**config.mk**
```make
export PLATFORM = sky130hd
export DESIGN_NAME = sac_agent_control
export DESIGN_NICKNAME = d
export VERILOG_FILES = /design/src/logic/sac_pkg.sv /design/src/logic/sac_agent_control.sv
export VERILOG_INCLUDE_DIRS = /design/src /design/src/logic
export SDC_FILE = /design/constraint.sdc
export NUM_CORES = 1
export LEC_CHECK = 0
export BUFFER_PORTS_ARGS = -buffer_cell sky130_fd_sc_hd__clkbuf_2
export CAP_MARGIN = 30
export CORE_ASPECT_RATIO = 1.5
export CORE_UTILIZATION = 43
export CTS_CLUSTER_SIZE = 8
export DETAILED_ROUTE_END_ITERATION = 16
export GPL_TIMING_DRIVEN = 0
export HOLD_SLACK_MARGIN = 0.12
export PLACE_DENSITY_LB_ADDON = 0.2
export SKIP_LAST_GASP = 1
export SLEW_MARGIN = 40
export SYNTH_ARGS = -nofsm -noshare
export SYNTH_HDL_FRONTEND = slang
export SYNTH_SLANG_ARGS = --single-unit
```
**constraint.sdc**
```tcl
create_clock -name clk_sys_in -period 2.5 [get_ports clk_sys_in]
set_clock_uncertainty 0.15 [all_clocks]
set_input_delay 0.25 -clock clk_sys_in [delete_from_list [all_inputs] [get_ports clk_sys_in]]
set_output_delay 0.25 -clock clk_sys_in [all_outputs]
set_load 0.02 [all_outputs]
```
**src/logic/sac_map.svh**
```systemverilog
`ifndef SAC_MAP_SVH
`define SAC_MAP_SVH

// ----------------------------------------
// Host bus placement of the control word
// ----------------------------------------
// Byte at base holds field bits 00..07 (most significant byte)
`define SAC_CTRL_BASE 8'h60
`define SAC_CTRL_BYTE3 8'h60
`define SAC_CTRL_BYTE2 8'h61
`define SAC_CTRL_BYTE1 8'h62
`define SAC_CTRL_BYTE0 8'h63

// ----------------------------------------
// Field positions as vector indices (field bit n sits at index 31-n)
// ----------------------------------------
`define SAC_BIT_MGMT_RST 30
`define SAC_BIT_CMD_RST 28
`define SAC_BIT_XFER_RST 26
`define SAC_BIT_STAT_SEND 23
`define SAC_BIT_ABORT 22
`define SAC_BIT_UNSOL 21
`define SAC_RESP_LSB 8
`define SAC_BIT_CSR_DIS 3
`define SAC_BIT_BACKPLANE 2
`define SAC_BIT_INIT_DONE 1
`define SAC_BIT_CFG_VALID 0

// ----------------------------------------
// Reset value and writable storage mask
// ----------------------------------------
`define SAC_CTRL_RESET 32'h00000000
`define SAC_CTRL_RW_MASK 32'h0000000f

`endif

```
**src/logic/sac_pkg.sv**
```systemverilog
package sac_pkg;

  // ----------------------------------------
  // Abort sequencing states
  // ----------------------------------------
  typedef enum logic [0:0] {
    SAC_ABORT_IDLE,
    SAC_ABORT_WAIT
  } sac_abort_state_t;

endpackage

```
**src/logic/sac_agent_control.sv**
```systemverilog
`timescale 1ns/1ps
`include "sac_map.svh"


module sac_agent_control (
  input wire logic clk_sys_in,
  input wire logic rst_b_in,
  input wire logic [7:0] host_addr_in,
  input wire logic [7:0] host_wdata_in,
  input wire logic host_wr_in,
  input wire logic host_rd_in,
  input wire logic rom_load_done_in,
  input wire logic status_fifo_confirmed_in,
  input wire logic abort_done_in,
  input wire logic unsol_granted_in,
  output logic [7:0] host_rdata_out,
  output logic mgmt_agent_reset_out,
  output logic cmd_agent_reset_out,
  output logic xfer_reset_out,
  output logic xfer_block_size_clear_out,
  output logic status_send_out,
  output logic abort_command_out,
  output logic abort_status_send_out,
  output logic response_send_out,
  output logic [7:0] response_code_out,
  output logic csr_forward_out,
  output logic backplane_mode_out,
  output logic ack_tardy_out,
  output logic cfg_rom_auto_reply_out,
  output logic cfg_rom_to_ctrl_fifo_out
);

  // ----------------------------------------
  // Host bus decode
  // ----------------------------------------
  // One-hot byte lane for an address, zero when outside the word
  function automatic logic [3:0] lane_of(input logic [7:0] addr);
    logic [3:0] lane;
    lane = 4'h0;
    case (addr)
      `SAC_CTRL_BYTE3: lane = 4'h8;
      `SAC_CTRL_BYTE2: lane = 4'h4;
      `SAC_CTRL_BYTE1: lane = 4'h2;
      `SAC_CTRL_BYTE0: lane = 4'h1;
      default: lane = 4'h0;
    endcase
    return lane;
  endfunction

  logic [31:0] ctrl;
  logic unsol_q;
  logic status_armed;
  sac_pkg::sac_abort_state_t abort_state;
  sac_pkg::sac_abort_state_t next_abort_state;

  wire [3:0] lane = lane_of(host_addr_in);
  wire wr_hit = host_wr_in & (lane != 4'h0);
  wire [31:0] wword = {4{host_wdata_in}};
  wire [31:0] wmask = wr_hit ? {{8{lane[3]}}, {8{lane[2]}}, {8{lane[1]}}, {8{lane[0]}}}
                             : 32'h00000000;
  wire [31:0] ones_written = wword & wmask;

  // Only the four stored bits take write data; reserved lanes drop it
  wire [31:0] rw_mask = wmask & `SAC_CTRL_RW_MASK;
  wire [31:0] ctrl_wr = (ctrl & ~rw_mask) | (wword & rw_mask);
  // ROM load completion is applied after the write so the set wins
  wire [31:0] rom_set = rom_load_done_in ?
    ((32'h00000001 << `SAC_BIT_INIT_DONE) | (32'h00000001 << `SAC_BIT_CFG_VALID)) :
    32'h00000000;
  wire [31:0] next_ctrl = ctrl_wr | rom_set;

  // Readback: stored bits plus live unsolicited permission
  wire [31:0] rd_word = ctrl | ({31'h00000000, unsol_q} << `SAC_BIT_UNSOL);
  wire [7:0] rd_byte = lane[3] ? rd_word[31:24] :
                       lane[2] ? rd_word[23:16] :
                       lane[1] ? rd_word[15:8] :
                       lane[0] ? rd_word[7:0] : 8'h00;

  // Status arming and abort sequencing
  wire arm_req = ones_written[`SAC_BIT_STAT_SEND];
  wire stat_fire = status_armed & status_fifo_confirmed_in;
  wire abort_req = ones_written[`SAC_BIT_ABORT];
  wire abort_finish = (abort_state == sac_pkg::SAC_ABORT_WAIT) & abort_done_in;
  wire resp_req = wr_hit & lane[1];

  // ----------------------------------------
  // Abort next-state logic
  // ----------------------------------------
  always_comb begin
    next_abort_state = abort_state;
    case (abort_state)
      sac_pkg::SAC_ABORT_IDLE: begin
        if (abort_req) begin
          next_abort_state = sac_pkg::SAC_ABORT_WAIT;
        end
      end
      sac_pkg::SAC_ABORT_WAIT: begin
        if (abort_done_in) begin
          next_abort_state = sac_pkg::SAC_ABORT_IDLE;
        end
      end
      default: next_abort_state = sac_pkg::SAC_ABORT_IDLE;
    endcase
  end

  // ----------------------------------------
  // Stored control word and host read data
  // ----------------------------------------
  always_ff @(posedge clk_sys_in) begin
    if (!rst_b_in) begin
      ctrl <= `SAC_CTRL_RESET;
      unsol_q <= 1'b0;
      host_rdata_out <= 8'h00;
    end else begin
      ctrl <= next_ctrl;
      unsol_q <= unsol_granted_in;
      host_rdata_out <= host_rd_in ? rd_byte : 8'h00;
    end
  end

  // ----------------------------------------
  // Self-clearing strobes
  // ----------------------------------------
  // Strobes never store, so a reset bit reads back as zero next cycle
  always_ff @(posedge clk_sys_in) begin
    if (!rst_b_in) begin
      mgmt_agent_reset_out <= 1'b0;
      cmd_agent_reset_out <= 1'b0;
      xfer_reset_out <= 1'b0;
      xfer_block_size_clear_out <= 1'b0;
    end else begin
      mgmt_agent_reset_out <= ones_written[`SAC_BIT_MGMT_RST];
      cmd_agent_reset_out <= ones_written[`SAC_BIT_CMD_RST];
      xfer_reset_out <= ones_written[`SAC_BIT_XFER_RST];
      xfer_block_size_clear_out <= ones_written[`SAC_BIT_XFER_RST];
    end
  end

  // ----------------------------------------
  // Status, abort and response triggers
  // ----------------------------------------
  // New arm request beats the clear caused by a send
  always_ff @(posedge clk_sys_in) begin
    if (!rst_b_in) begin
      status_armed <= 1'b0;
      status_send_out <= 1'b0;
      abort_state <= sac_pkg::SAC_ABORT_IDLE;
      abort_command_out <= 1'b0;
      abort_status_send_out <= 1'b0;
      response_send_out <= 1'b0;
      response_code_out <= 8'h00;
    end else begin
      status_armed <= arm_req | (status_armed & ~stat_fire);
      status_send_out <= stat_fire;
      abort_state <= next_abort_state;
      abort_command_out <= abort_req & (abort_state == sac_pkg::SAC_ABORT_IDLE);
      abort_status_send_out <= abort_finish;
      response_send_out <= resp_req;
      if (resp_req) begin
        response_code_out <= host_wdata_in;
      end
    end
  end

  // ----------------------------------------
  // Mode levels, taken from the next word so they track it exactly
  // ----------------------------------------
  always_ff @(posedge clk_sys_in) begin
    if (!rst_b_in) begin
      csr_forward_out <= 1'b0;
      backplane_mode_out <= 1'b0;
      // Cleared word means not initialized and not valid, so ack_tardy_out and cfg_rom_to_ctrl_fifo_out stand high
      ack_tardy_out <= 1'b1;
      cfg_rom_auto_reply_out <= 1'b0;
      cfg_rom_to_ctrl_fifo_out <= 1'b1;
    end else begin
      csr_forward_out <= next_ctrl[`SAC_BIT_CSR_DIS];
      backplane_mode_out <= next_ctrl[`SAC_BIT_BACKPLANE];
      ack_tardy_out <= ~next_ctrl[`SAC_BIT_INIT_DONE];
      cfg_rom_auto_reply_out <= next_ctrl[`SAC_BIT_INIT_DONE] &
                                next_ctrl[`SAC_BIT_CFG_VALID];
      cfg_rom_to_ctrl_fifo_out <= ~next_ctrl[`SAC_BIT_CFG_VALID];
    end
  end

endmodule

```
== Word level (Yosys, flattened, before mapping) ==
Cells that the tools add are included.

* Bitwise gates (word level): 19
* Equal/unequal tests: 4
* Mux-type cells: 10
* Reduce and logical (&&, ||, !) cells: 2

{| class="wikitable"
|+ Operator list
! cell !! number
|-
| $and A32 B32 Y32 || 1
|-
| $and A32 B4 Y32 || 1
|-
| $eq A8 B7 Y1 const B || 4
|-
| $mux W8 || 4
|-
| $not A4 Y32 || 1
|-
| $or A32 B2 Y32 || 1
|-
| $or A32 B22 Y32 || 1
|-
| $or A32 B32 Y32 || 1
|-
| $and A31 B31 Y31 || 1
|-
| $mux W31 || 1
|-
| $pmux W4 S4 || 1
|-
| $and A1 B1 Y1 || 7
|-
| $not A1 Y1 || 4
|-
| $reduce_bool A4 Y1 || 1
|-
| $mux W1 || 2
|-
| $mux W2 || 1
|-
| $pmux W1 S2 || 1
|-
| $reduce_and A2 Y1 || 1
|-
| $or A1 B1 Y1 || 1
|}

* Logic and storage cells: 53
* Input port bits: 24
* Register bits after elaboration: 63
* Output and inout bits: 29

== Depth between registers and ports, before layout ==
* Depth after elaboration: 10
* Mapped depth: 5
* Mapped depth without buffers: 4

== Least setup slack after synthesis ==
Ideal clock, no wire load.

* Path type: input to register
* From: input host_addr_in[4]
* To: register cfg_rom_auto_reply_out
* Path buffers: 1
* Cell stages on the path: 5
* Data required time: 2292 ps
* Path slack: 477 ps
* Data arrival time: 1815 ps
* Library setup time: 58 ps
* Path through: or4b_1 -> or3b_1 -> clkbuf_2 -> a221o_1 -> o21ba_1

* Word-level cells in the longest chain between the ends: 10

{| class="wikitable"
|+ Ends and longest elaborated chain
! item !! RTL line !! RTL
|-
| from (decl) || sac_agent_control.sv:8 || <nowiki>input wire logic [7:0] host_addr_in,</nowiki>
|-
| $eq A8 B7 Y1 || sac_agent_control.sv:40 || <nowiki>case (addr)</nowiki>
|-
| $pmux W4 S4 * || sac_agent_control.sv:40 ||
|-
| $reduce_bool A4 Y1 || sac_agent_control.sv:57 || <nowiki>wire wr_hit = host_wr_in & (lane != 4'h0);</nowiki>
|-
| $and A1 B1 Y1 || sac_agent_control.sv:57 ||
|-
| $mux W31 * || sac_agent_control.sv:59 || <nowiki>wire [31:0] wmask = wr_hit ? {{8{lane[3]}}, {8{lane[2]}}, {8{lane[1]}}, {8{lane[0]}}}</nowiki>
|-
| $not A4 Y32 || sac_agent_control.sv:65 || <nowiki>wire [31:0] ctrl_wr = (ctrl & ~rw_mask) | (wword & rw_mask);</nowiki>
|-
| $and A32 B32 Y32 || sac_agent_control.sv:65 ||
|-
| $or A32 B32 Y32 * || sac_agent_control.sv:65 ||
|-
| $or A32 B2 Y32 * || sac_agent_control.sv:70 || <nowiki>wire [31:0] next_ctrl = ctrl_wr | rom_set;</nowiki>
|-
| $and A1 B1 Y1 * || sac_agent_control.sv:180 || <nowiki>cfg_rom_auto_reply_out <= next_ctrl[`SAC_BIT_INIT_DONE] &</nowiki>
|-
| to (signal assigned) || sac_agent_control.sv:180 ||
|-
| to (decl) || sac_agent_control.sv:29 || <nowiki>output logic cfg_rom_auto_reply_out,</nowiki>
|}

Every way passes the cells marked *; elsewhere a longest branch is shown, timed or not.
A chain may end at the register's enable or synchronous reset.

== Worst setup path after layout ==
* From: input host_addr_in[1]
* To: register cfg_rom_auto_reply_out

Same word-level chain as after synthesis.

==> flow_summary.yaml <==
run_status:
  status: "complete, no violations"
sta:
  maxSlewViolCount: 0
  finalSetupViolCount: 0
  setup_slack_of_the_critical_path_after_layout_ps: 463
  rsz0062_at_grt: "false"
  hold_viol: 0
  fin_crit_ps: 2040
  slew-limit-headroom: 0.578
  max_freq_mhz: 491
  timing_worst_slew_pin_value_ps: 633
  timing.final.crit_share: 0.815
  fin_tns_setup_ps: 0
worst_setup_path:
  combined_buffer_and_inverter_count_along_the_critical_path: 3
  worst_r2r_path_cells: 3
  worstPathArrival_ps: 2160
  critical_path_required_ps: 2620
  r2r_start: "status_armed"
  critPathLaunch: "host_addr_in[1]"
  r2r_end: "status_armed"
  cpPeakStageDelay_ps: 530
  timing.critical_path.max_delay_family: "buffers and inverters"
  timing.setup.critical_path_class: "input pin to register"
  crit_path_cell_trace: "dlygate4sd3_1 > clkbuf_2 > and2_1 > or3b_1 > clkbuf_2 > a221o_1 > o21ba_1"
  worst-path-max-fanout: 4
  worstSetupEndpointType: "register"
  timing.reg2reg.setup_slack_ps: 1180
  logic_depth_of_the_worst_path_buffers_included: 7
  cp_common_cell: "sky130_fd_sc_hd__clkbuf_2"
  cp_slowest_cell: "sky130_fd_sc_hd__dlygate4sd3_1"
  startpoint_type: "input pin"
  worst_setup_path_endpoint: "cfg_rom_auto_reply_out"
clocking:
  tritoncts: "yes"
  tritoncts.num_buffers: 5
  clock_path_buffers: 2
  clock_root_buffer: "sky130_fd_sc_hd__clkbuf_4"
  worst_setup_hold_path_clk_slew_ps: 90
  numClockSinks: 30
  cts_htree_levels: 2
  insertion_delay_ps: 310
  postCtsSetupRepairBufs: 0
yosys:
  synth_most_common_cell: "sky130_fd_sc_hd__dfxtp_1"
  synth_area_leaders: "sky130_fd_sc_hd__dfxtp_1 58%, sky130_fd_sc_hd__mux2i_1 9.6%, sky130_fd_sc_hd__nor2_1 5.4%, sky130_fd_sc_hd__and2_1 3.6%, sky130_fd_sc_hd__and3_1 3.6%"
  synth-edff-count: 0
  synthesis.instances: 99
  syn-mean-instance-area_um2: 10.5
  yosys_register_bits: 30
  synth_commonest_cells: "30 x sky130_fd_sc_hd__dfxtp_1, 15 x sky130_fd_sc_hd__nor2_1, 10 x sky130_fd_sc_hd__mux2i_1"
  yosysUniqueCellTypes: 26
  ys_async_sr_fraction: 0
  synth_seq_area_share: 0.576
  synthesis.yosys.warnings: 0
  ys_dominant_reg_cell: "sky130_fd_sc_hd__dfxtp_1"
  post-synth-top-area-cell: "sky130_fd_sc_hd__dfxtp_1"
  synth.cell_area_um2: 1040
  yosysTopAreaCellShare: 0.576
placed_design:
  pre_cts_slack_ps: 302
  dp_hpwl_mm: 1.68
  port_buf_inserts: 49
  gp_congestion: 0.752
  placedCellCount: 173
final_layout:
  final_net_count: 196
  area_delta_synth_final_pct: 48.8
  num_antenna_cells: 0
  final.fill_count: 186
  fraction_of_final_layout_cells_sized_beyond_drive_strength_1: 0.370
  finalNonFillerCells: 196
floorplanning:
  dieWidth_um: 42.2
  initial_utilization: 0.462
  row_count: 21
  pin_count: 53
  dieArea_um2: 2630
  die_h_um: 62.3
  placeableCoreArea_um2: 2260
detailed_routing:
  ant_nets: 0
  wl_per_cell_um: 11.3
  route.detailed.drc: 0
  routed-via-count: 952
  drc_marker_count_from_the_first_detailed_route_iteration: 12
  drt_wl_total_mm: 2.22
  drt_pass1_iterations: 4
  via_per_inst: 4.86
grt:
  via_count_of_the_first_global_routing_pass: 950
  global_route.overflow_total: 0
  gr-usage-all-layers: 0.192
  largest_net_degree_at_the_start_of_global_routing: 11
  grt_antenna_before_repair: 0
  grt_first_pass_wirelength_mm: 3.86
power_and_ir_drop:
  ir_worst_vdd_mv: 0.408
  power-per-cell-area_nw_per_um2: 597
  total_power_uw: 927
  leakage_power_uw: 0.000852
job:
  max_cap_viol_count: 0
min_path:
  min_path_type: "input pin to register"
[metal layers]
metal,routed length [um],part of all wire,track usage
met5,0,0,0
met1,788,0.36,0.173
met3,108,0.049,0.0465
met2,1280,0.58,0.367
met4,42,0.019,0.105
[registers in the layout, summed over array words and instances (netlist names), named ones only]
name	count
status_armed	1
cfg_rom_auto_reply_out	1
status_send_out	1
ack_tardy_out	1
cmd_agent_reset_out	1
host_rdata_out	5
cfg_rom_to_ctrl_fifo_out	1
abort_command_out	1
response_send_out	1
abort_status_send_out	1
abort_state	1
unsol_q	1
response_code_out	8
ctrl	2
mgmt_agent_reset_out	1
xfer_block_size_clear_out	1
[cell type report]
type	instances	area (um2)	area share
Tap cell	23	28.8	0.0185
Clock inverter	3	40.0	0.0258
Buffer	8	46.3	0.0298
Sequential cell	30	601	0.387
Timing Repair Buffer	64	395	0.255
Clock buffer	5	37.5	0.0242
Inverter	3	11.3	0.00725
Multi-Input combinational cell	60	393	0.253
[cell usage in the layout, fill, tap and decap left out]
master                          instances
sky130_fd_sc_hd__a221o_1                1
sky130_fd_sc_hd__a31o_2                 1
sky130_fd_sc_hd__and2_1                 6
sky130_fd_sc_hd__and3_1                 6
sky130_fd_sc_hd__and4_1                 1
sky130_fd_sc_hd__and4b_1                1
sky130_fd_sc_hd__buf_4                  4
sky130_fd_sc_hd__bufinv_16              1
sky130_fd_sc_hd__clkbuf_1               3
sky130_fd_sc_hd__clkbuf_2              50
sky130_fd_sc_hd__clkbuf_4               5
sky130_fd_sc_hd__clkinv_2               2
sky130_fd_sc_hd__conb_1                 3
sky130_fd_sc_hd__dfxtp_1               30
sky130_fd_sc_hd__dlygate4sd3_1         15
sky130_fd_sc_hd__inv_1                  3
sky130_fd_sc_hd__mux2_2                 1
sky130_fd_sc_hd__mux2i_1               10
sky130_fd_sc_hd__nand2_1                2
sky130_fd_sc_hd__nand3_1                2
sky130_fd_sc_hd__nand3b_1               1
sky130_fd_sc_hd__nand4_1                1
sky130_fd_sc_hd__nor2_1                15
sky130_fd_sc_hd__nor3b_1                2
sky130_fd_sc_hd__nor4b_1                1
sky130_fd_sc_hd__o21a_1                 1
sky130_fd_sc_hd__o21ai_0                2
sky130_fd_sc_hd__o21ba_1                1
sky130_fd_sc_hd__or3b_1                 1
sky130_fd_sc_hd__or4b_1                 1
[logic make-up (layout without fill, tap and decap cells)]
group | after synthesis | after routing | share of synthesized area
other | 1 | 3 | 0.00359
DFF | 30 | 30 | 0.576
AOI/OAI and AO/OA | 6 | 6 | 0.0444
and+or+nand+nor | 40 | 40 | 0.215
muxes | 11 | 11 | 0.107
buffers and inverters | 11 | 83 | 0.0552
[worst register-to-register path: stages (launching register included)]
cell and delay [ps]:
sky130_fd_sc_hd__dfxtp_1 340, sky130_fd_sc_hd__nand2_1 50, sky130_fd_sc_hd__o21ai_0 170, sky130_fd_sc_hd__dlygate4sd3_1 570
[how the worst min path moves through the flow]
stage                    start                         to  slack (ps)  cells after the start
2_1_floorplan  host_addr_in[1]          host_rdata_out[5]         180                      1
3_3_place_gp           ctrl[0]          host_rdata_out[0]         280                      1
3_5_place_dp           ctrl[0]          host_rdata_out[0]         300                      1
4_1_cts               rst_b_in   cfg_rom_to_ctrl_fifo_out         210                      3
5_1_grt             host_wr_in  xfer_block_size_clear_out         240                      4
6_report              rst_b_in   cfg_rom_to_ctrl_fifo_out         220                      3
[where the power goes]
part / switching [uW] / total, uW / internal [uW]
registers: 1.96 / 486 / 484
logic: 34.8 / 75.4 / 40.6
clock network: 158 / 365 / 207
[timing repair]
| item | CTS | global route |
|---|---|---|
| endpoints found under the hold margin | 22 | 0 |
| gates resized for setup | 0 | 0 |
| hold buffers | 15 | 0 |
[metrics by stage]
stage          area [um2]  hold slack (ps)   util
5_1_grt              1550              241  0.687
3_5_place_dp         1330              297  0.586
3_3_place_gp         1330              280  0.586
6_report             1550              219  0.687
4_1_cts              1550              205  0.687
2_1_floorplan        1050              176      -
No activity file was read; power rests on OpenSTA's default activity.
